$ cat src/rtl/dkc_regs.svh
// Status bit positions, reset value, command codes and drive count of the command/error block
`ifndef DKC_REGS_SVH
`define DKC_REGS_SVH

`define DKC_ST_OPI_BIT     4'hA
`define DKC_ST_CRC_BIT     4'hB
`define DKC_ST_LATE_BIT    4'hC
`define DKC_ST_NXM_BIT     4'hD
`define DKC_ST_DRVERR_BIT  4'hE
`define DKC_ST_ERRSUM_BIT  4'hF
`define DKC_ST_RESET       16'h0080
`define DKC_CMD_SEEK       3'h3
`define DKC_CMD_GETSTAT    3'h2
`define DKC_CMD_MAINT      3'h0
`define DKC_NDRIVES        4

`endif

$ cat src/rtl/dkc_pkg.sv
// Types shared by the command/error block
package dkc_pkg;

  typedef enum logic [1:0] {
    DKC_IDLE = 2'b00,
    DKC_BUSY = 2'b01,
    DKC_DONE = 2'b11
  } dkc_state_t;

  // Error events reported by the datapath for the running command
  typedef struct packed {
    logic op_incomplete;
    logic data_check;
    logic header_check;
    logic data_late;
    logic header_missing;
    logic no_memory;
    logic parity_abort;
    logic drive_err;
  } dkc_err_t;

  // A command issued by the host
  typedef struct packed {
    logic [2:0] func;
    logic [1:0] drive;
  } dkc_cmd_t;

endpackage

$ cat src/rtl/dkc_cmd_status.sv
// Command sequencing, completion and controller error status
//
// Behaviour
// - Operation incomplete sets status bit 10 and summary bit 15.
// - Data or header check mismatch sets status bit 11.
// - Data late sets bit 12; missing header sets bits 10 and 12.
// - Nonexistent memory on bus access sets status bit 13.
// - Parity abort ends a non-seek command and sets bits 10 and 13.
// - Drive error sets bit 14; host then requests drive status.
// - Seek handed to drive sets ready and interrupts immediately.
// - Seek completion raises no interrupt; only drive ready shows it.
// - New seek to another drive accepted while earlier drives seek.
// - Transfer end signalled by interrupt and ready; host checks errors.
`timescale 1ns/1ps
`include "dkc_regs.svh"

module dkc_cmd_status #(
  parameter int NDRIVES = `DKC_NDRIVES
) (
  input  wire logic              sys_clk_i,        // 40 MHz clock
  input  wire logic              rst_i,            // Async reset, active high
  input  wire logic              cmd_go_i,         // Host issues command (pulse)
  input  dkc_pkg::dkc_cmd_t      cmd_i,            // Function and drive select
  input  wire logic              int_enable_i,     // Interrupt enable
  input  wire logic              seek_sent_i,      // Seek passed to drive (pulse)
  input  wire logic              xfer_done_i,      // Non-seek operation ended (pulse)
  input  dkc_pkg::dkc_err_t      err_i,            // Error events (pulses)
  input  wire logic [NDRIVES-1:0] drv_ready_i,     // Per-drive ready level
  output logic [15:0]            status_o,         // Controller error status bits
  output logic                   ctrl_ready_o,     // Controller ready flag
  output logic                   drive_ready_o,    // Selected drive ready
  output logic                   irq_o,            // Interrupt pulse
  output logic                   busy_o            // Command in progress
);

  dkc_pkg::dkc_state_t st_r, st_nxt;
  logic [15:0]         status_r, status_nxt;
  logic                irq_r, irq_nxt;
  logic                drive_ready_flag_r, drive_ready_flag_nxt;
  logic [1:0]          drive_r, drive_nxt;
  logic                seek_r, seek_nxt;
  logic                ready_r, ready_nxt;
  logic                busy_r, busy_nxt;
  logic                err_any;
  logic                abort;

  assign err_any = |err_i;
  // Parity abort ends a non-seek command at once; a seek ignores it
  assign abort = err_i.parity_abort;

  // Command sequencer and status flags
  always_comb begin
    st_nxt     = st_r;
    status_nxt = status_r;
    irq_nxt    = 1'b0;
    drive_nxt  = drive_r;
    seek_nxt   = seek_r;
    case (st_r)
      dkc_pkg::DKC_IDLE, dkc_pkg::DKC_DONE: begin
        // Apart from reset, only a new command wipes the logged errors
        if (cmd_go_i) begin
          status_nxt = 16'h0000;
          drive_nxt  = cmd_i.drive;
          seek_nxt   = (cmd_i.func == `DKC_CMD_SEEK);
          st_nxt     = dkc_pkg::DKC_BUSY;
        end
      end
      dkc_pkg::DKC_BUSY: begin
        // Seek completes toward the host once handed over, not at head arrival
        if (seek_r && seek_sent_i) begin
          st_nxt  = dkc_pkg::DKC_DONE;
          irq_nxt = int_enable_i;
        end else if (!seek_r && (xfer_done_i || abort)) begin
          st_nxt  = dkc_pkg::DKC_DONE;
          irq_nxt = int_enable_i;
        end
      end
      default: st_nxt = dkc_pkg::DKC_IDLE;
    endcase
    // Error events accumulate while busy; set wins since nothing clears here
    if (st_r == dkc_pkg::DKC_BUSY) begin
      if (err_i.op_incomplete)
        status_nxt[`DKC_ST_OPI_BIT] = 1'b1;
      if (err_i.data_check || err_i.header_check)
        status_nxt[`DKC_ST_CRC_BIT] = 1'b1;
      if (err_i.data_late)
        status_nxt[`DKC_ST_LATE_BIT] = 1'b1;
      if (err_i.header_missing) begin
        status_nxt[`DKC_ST_OPI_BIT]  = 1'b1;
        status_nxt[`DKC_ST_LATE_BIT] = 1'b1;
      end
      if (err_i.no_memory)
        status_nxt[`DKC_ST_NXM_BIT] = 1'b1;
      if (err_i.parity_abort) begin
        status_nxt[`DKC_ST_OPI_BIT] = 1'b1;
        status_nxt[`DKC_ST_NXM_BIT] = 1'b1;
      end
      if (err_i.drive_err)
        status_nxt[`DKC_ST_DRVERR_BIT] = 1'b1;
      if (err_any)
        status_nxt[`DKC_ST_ERRSUM_BIT] = 1'b1;
    end
  end

  // Drive ready follows the selected drive; its rise never interrupts
  always_comb begin
    drive_ready_flag_nxt = drv_ready_i[drive_r];
  end

  // Ready and busy are taken from the next state so they leave a flop
  // in the same cycle as the state itself; this keeps the outputs glitch free
  always_comb begin
    ready_nxt = (st_nxt != dkc_pkg::DKC_BUSY);
    busy_nxt  = (st_nxt == dkc_pkg::DKC_BUSY);
  end

  always_ff @(posedge sys_clk_i or posedge rst_i) begin
    if (rst_i) begin
      st_r     <= dkc_pkg::DKC_IDLE;
      status_r <= `DKC_ST_RESET;
      irq_r    <= 1'b0;
      drive_ready_flag_r   <= 1'b0;
      drive_r  <= 2'h0;
      seek_r   <= 1'b0;
      ready_r  <= 1'b1;
      busy_r   <= 1'b0;
    end else begin
      st_r     <= st_nxt;
      status_r <= status_nxt;
      irq_r    <= irq_nxt;
      drive_ready_flag_r   <= drive_ready_flag_nxt;
      drive_r  <= drive_nxt;
      seek_r   <= seek_nxt;
      ready_r  <= ready_nxt;
      busy_r   <= busy_nxt;
    end
  end

  // Outputs straight from flip-flops; bit 7 mirrors controller ready
  always_comb begin
    status_o      = {status_r[15:8], ready_r, status_r[6:0]};
    ctrl_ready_o  = ready_r;
    drive_ready_o = drive_ready_flag_r;
    irq_o         = irq_r;
    busy_o        = busy_r;
  end

endmodule

$ cat config.mk
export PLATFORM = sky130hd
export DESIGN_NAME = dkc_cmd_status
export DESIGN_NICKNAME = d
export VERILOG_FILES = /design/src/rtl/dkc_pkg.sv /design/src/rtl/dkc_cmd_status.sv
export VERILOG_INCLUDE_DIRS = /design/src /design/src/rtl
export SDC_FILE = /design/constraint.sdc
export NUM_CORES = 1
export LEC_CHECK = 0
export ABC_AREA = 1
export CAP_MARGIN = 15
export CORE_MARGIN = 10
export CORE_UTILIZATION = 30
export DETAILED_ROUTE_END_ITERATION = 6
export DONT_BUFFER_PORTS = 1
export HOLD_SLACK_MARGIN = 0.03
export REMOVE_ABC_BUFFERS = 1
export SLEW_MARGIN = 0
export SYNTH_ARGS = -nofsm -noshare
export SYNTH_HDL_FRONTEND = slang
export SYNTH_SLANG_ARGS = --single-unit
$ cat constraint.sdc
create_clock -name sys_clk_i -period 1.2 [get_ports sys_clk_i]
set_input_delay 0.18 -clock sys_clk_i [delete_from_list [all_inputs] [get_ports sys_clk_i]]
set_output_delay 0.18 -clock sys_clk_i [all_outputs]
set_load 0.02 [all_outputs]
## After elaboration in Yosys (flattened, before gate mapping)

Index checks and enable logic that the tools add are counted.

| word-level totals | value |
|---|---|
| flip-flop bits (word level) | 16 |
| output and inout bits | 20 |
| word-level logic and storage cells | 46 |

| operators by class | value |
|---|---|
| order comparisons | 1 |
| eq/ne operators | 5 |
| muxes and demuxes | 22 |
| reductions and logical operators | 9 |

Operators by type and width:

| kind | number |
|---|---|
| two-way mux 16 bit | 2 |
| two-way mux 1 bit | 14 |
| OR reduction 8 bit | 1 |
| two-way mux 2 bit | 3 |
| two-way mux 6 bit | 1 |
| equality test 2 x 1 -> 1 bit (second input constant) | 2 |
| one-hot mux 2 bit (2 select lines) | 1 |
| equality test 3 x 2 -> 1 bit (second input constant) | 1 |
| less-than comparator 2 x 3 -> 1 bit (second input constant) | 1 |
| binary-select mux 1 bit (select 2 bit) | 1 |
| equality test 2 bit (second input constant) | 1 |
| logical AND 1 bit | 2 |
| zero test 2 bit | 1 |
| logical OR 1 bit | 2 |
| != test 2 x 1 -> 1 bit (second input constant) | 1 |
| AND reduction 2 bit | 1 |
| OR reduction 2 bit | 1 |
| zero test 1 bit | 1 |

## Logic depth before layout (Yosys ltp)

| depth | value |
|---|---|
| word-level depth | 7 |
| depth in mapped cells | 7 |

## Worst setup path after synthesis

No wires, ideal clock.

| timing | value |
|---|---|
| path kind | reg-to-reg |
| start | register st_r[0] |
| end | register drive_r[1] |
| library setup time | 125 ps |
| arrival | 1,110 ps |
| data required time | 1,075 ps |
| slack | -35 ps |
| cell stages (with the launch flop) | 5 |
| buffers on the path | 0 |
| period minus slack after synthesis | 1,235 ps |
| cells stage by stage | dfrtp_1 inv_1 ha_1 nand2_2 mux2_2 |

| on the way | value |
|---|---|
| cells in the longest elaborated chain, start to end | 3 |

Ends and longest elaborated chain:

| what | line | text |
|---|---|---|
| start, declared | dkc_cmd_status.sv:36 | `dkc_pkg::dkc_state_t st_r, st_nxt;` |
| start signal, assigned | dkc_cmd_status.sv:119 | `st_r <= dkc_pkg::DKC_IDLE;` |
| start signal, assigned | dkc_cmd_status.sv:128 | `st_r <= st_nxt;` |
| equality test 2 bit / zero test 2 bit (equally long branches) | dkc_cmd_status.sv:58 | `case (st_r)` |
| OR reduction 2 bit * | dkc_cmd_status.sv:58 |  |
| AND reduction 2 bit (no source line) * | - |  |
| end signal, assigned | dkc_cmd_status.sv:132 | `drive_r <= drive_nxt;` |
| end, declared | dkc_cmd_status.sv:40 | `logic [1:0] drive_r, drive_nxt;` |

Every way passes the cells marked *; elsewhere a longest branch is shown, timed or not.
A chain may end at the register's enable or synchronous reset.

## Final worst setup path

| timing | value |
|---|---|
| start | register st_r[1] |
| end | register ready_r, in the netlist ctrl_ready_o |

| on the way | value |
|---|---|
| cells in the longest elaborated chain, start to end | 4 |

Ends and longest elaborated chain:

| what | line | text |
|---|---|---|
| equality test 2 bit, or another cell as far along | dkc_cmd_status.sv:58 |  |
| OR reduction 2 bit / two-way mux 2 bit (equally long branches) | dkc_cmd_status.sv:58, dkc_cmd_status.sv:70 |  |
| one-hot mux 2 bit (2 select lines) * | dkc_cmd_status.sv:58 |  |
| != test 2 x 1 -> 1 bit * | dkc_cmd_status.sv:113 | `ready_nxt = (st_nxt != dkc_pkg::DKC_BUSY);` |
| named net ready_nxt | dkc_cmd_status.sv:42 | `logic ready_r, ready_nxt;` |
| end signal, assigned | dkc_cmd_status.sv:134 | `ready_r <= ready_nxt;` |
| end, declared | dkc_cmd_status.sv:42 |  |

Mark *: on every way through the listed nets, which the timed path passes. The rest lies on a longest branch.

==> impl_results.md <==
- Final hold vios: 0
- Min-Delay Path Class: input pin to flop
- ANT nets after route: 0
- WP data required: 1430 ps
- Fraction of layout cells with a size suffix above 1: 25.5%
- CTS sink count: 15
- Total global-route track usage: 7.92%
- Worst Setup End Kind: flop
- ANT cells: 0
- Residual DRC: 0
- 1st-pass router iterations: 4
- DRT Wirelength: 1960 um
- Most frequent cells in the layout: nand2_1 (19), dfrtp_1 (14), conb_1 (9)
- Root buffer cell: clkbuf_4
- Initial Util: 31.0%
- Worst-case clock buffer depth: 2
- Seq cells post-synth: 15
- Largest net degree at the start of global routing: 16
- Hold Crit Depth: 2
- Wire per inst: 15.3 um
- Hold endpoint: drive_ready_o
- Number of global-route vias before repair: 624
- Layout Skew: 4.20 ps
- Status: finished, violations left
- First-pass GRT wire length: 3080 um
- CTS Buf Count: 3
- Worst path max stage delay: 420 ps
- Vias per cell: 4.50
- Post-route cell area: 938 um2
- Period utilization: 103%
- Std cell rows: 18
- CP max-delay cell: dfrtp_1
- Most common cell after layout, fill and taps aside: nand2_1
- Full die area: 4920 um2
- Crit path max fanout: 2
- Ys Warns: 0
- GRT Residual Overflow: 0
- Tot Pwr: 2.69 mW
- Max capacitance violation total: 0
- Slew Viols, Final: 0
- RR Endpoint: ctrl_ready_o
- Initial antenna violation count: 0
- Post-synthesis sequential area ratio: 49.9%
- RSZ-0062 raised after global routing: yes
- Crit path kind: flop to flop
- IO buf count: 0
- Internal reg-to-reg setup slack: -40 ps
- Min-delay src: drv_ready_i[0]
- Syn Area/Cell: 8.88 um2
- Post-layout min period: 1240 ps
- Via count: 576
- Critical path arrival: 1460 ps
- Worst-skew pair later-pin latency: 280 ps
- Post-Place Cells: 119
- CP cell instances: ha_4 > buf_6 > nand3_2 > a21oi_2 > nand2_1 > nand2_1
- 1st-iter DRT viols: 19
- Slew @ Worst Pin: 581 ps
- Setup crit start kind: flop
- Crit. Startpoint: st_r[1]
- Slew margin rel.: 61.2%
- Area grow syn2layout: 24.4%
- Post-Place Cell Area: 788 um2
- Pwr/cell area: 2870 nW/um2
- Worst reg2reg path depth: 6
- Endpoints failing setup: 5
- FFs w/ async S/R, synth: 100%
- CTS tree: done
- Dominant synthesized flop cell: dfrtp_1
- # H-tree levels: 1
- Die Height: 70.2 um
- Die width: 70.2 um
- Unique masters post-synth: 20
- Placer Congestion: 0.780
- Number of synthesized flops with an enable pin: 0
- Failing checks: negative setup slack
- Core area: 2430 um2
- Setup ws final: -36.0 ps
- CP dominant cell by count: nand2_1
- Leak: 0.455 nW
- F_max: 0.809 GHz
- Post-Syn Instances: 85
- I/O pins: 43
- Peak VDD IR: 0.000947 V
- Post-DP HPWL: 1590 um
- Layout Utilization: 38.6%
- Clk pin slew, worst setup/hold paths: 90 ps
- Final-stage net count: 124
- Reg2reg start: st_r[1]
- Synthesized area: 754 um2
- Finished Layout Cells: 128
per-layer routing:
metal / share of wire, % / vias to the layer above / wire [um] / track usage, %
li1: - / 280 / - / -
met1: 36 / 262 / 710 / 7.35
met2: 50 / 30 / 973 / 13.6
met3: 13 / 4 / 252 / 5.37
met4: 0.92 / 0 / 18 / 2.63
met5: 0 / - / 0 / 0
final cells by class:
class / instances / area, um2
inverter: 10 / 40.0
timing repair buffer: 12 / 118
multi-input combinational: 57 / 340
sequential: 15 / 377
tap: 30 / 37.5
fill: 246 / 1490
clock buffer: 4 / 26.3
worst max-delay path by stage:
| stage | to |
|---|---|
| floorplan | drive_r[1] |
| global placement | drive_r[1] |
| detailed placement | drive_r[1] |
| CTS | ctrl_ready_o |
| global route | ctrl_ready_o |
| finish | ctrl_ready_o |
per-stage QoR:
stage / TNS, ps / worst slack (ps) / hold WS (ps)
2_1_floorplan: -133 / -133 / 80.8
3_3_place_gp: -23.8 / -23.8 / 157
3_5_place_dp: -270 / -81.8 / 171
4_1_cts: -100 / -49.1 / 30.7
5_1_grt: -603 / -93.7 / 38.1
6_report: -94.3 / -36.0 / 37.2
power by group:
part,internal (mW),total [mW],switching (mW)
clock network,0.129,0.292,0.163
logic,0.615,1.26,0.646
registers,0.763,1.14,0.375
total,1.51,2.69,1.18
cell families after synthesis:
kind of cell / Yosys count / synth area share [%]
simple gates: 33 / 17.7
compound gates: 12 / 10.6
other cells: 1 / 0.497
fa+ha+maj: 2 / 3.32
mux: 1 / 1.49
flops: 15 / 49.9
buf+inv: 21 / 16.4
Yosys cell counts, types with 2 or more instances:
cell | count | area, um2
a21oi_1 | 3 | 15.0
buf_4 | 10 | 75.1
dfrtp_1 | 14 | 350
ha_1 | 2 | 25.0
inv_1 | 10 | 37.5
nand2_1 | 21 | 78.8
nand3_1 | 5 | 25.0
nor2_1 | 5 | 18.8
o21ai_0 | 4 | 20.0
sequential cells by signal (all words and copies together), names as in the netlist:
signal	flops
busy_o	1
ctrl_ready_o	1
drive_r	2
drive_ready_o	1
irq_o	1
seek_r	1
st_r	2
status_r	6
critical path, delay by kind of cell, from the launching register on:
| kind | cells | cell delay [ps] |
|---|---|---|
| compound gates | 1 | 150 |
| buf+inv | 1 | 100 |
| simple gates | 3 | 210 |
| fa+ha+maj | 1 | 300 |
| flops | 1 | 420 |
what timing repair did:
action / in CTS / in global routing
setup buffers: 0 / 0
pin swaps: 6 / 6
hold buffers: 4 / 1
setup endpoints to repair: 11 / 13
hold endpoints to repair: 17 / 1
gates resized for setup: 14 / 6
Power figures use the tool's default switching activity.
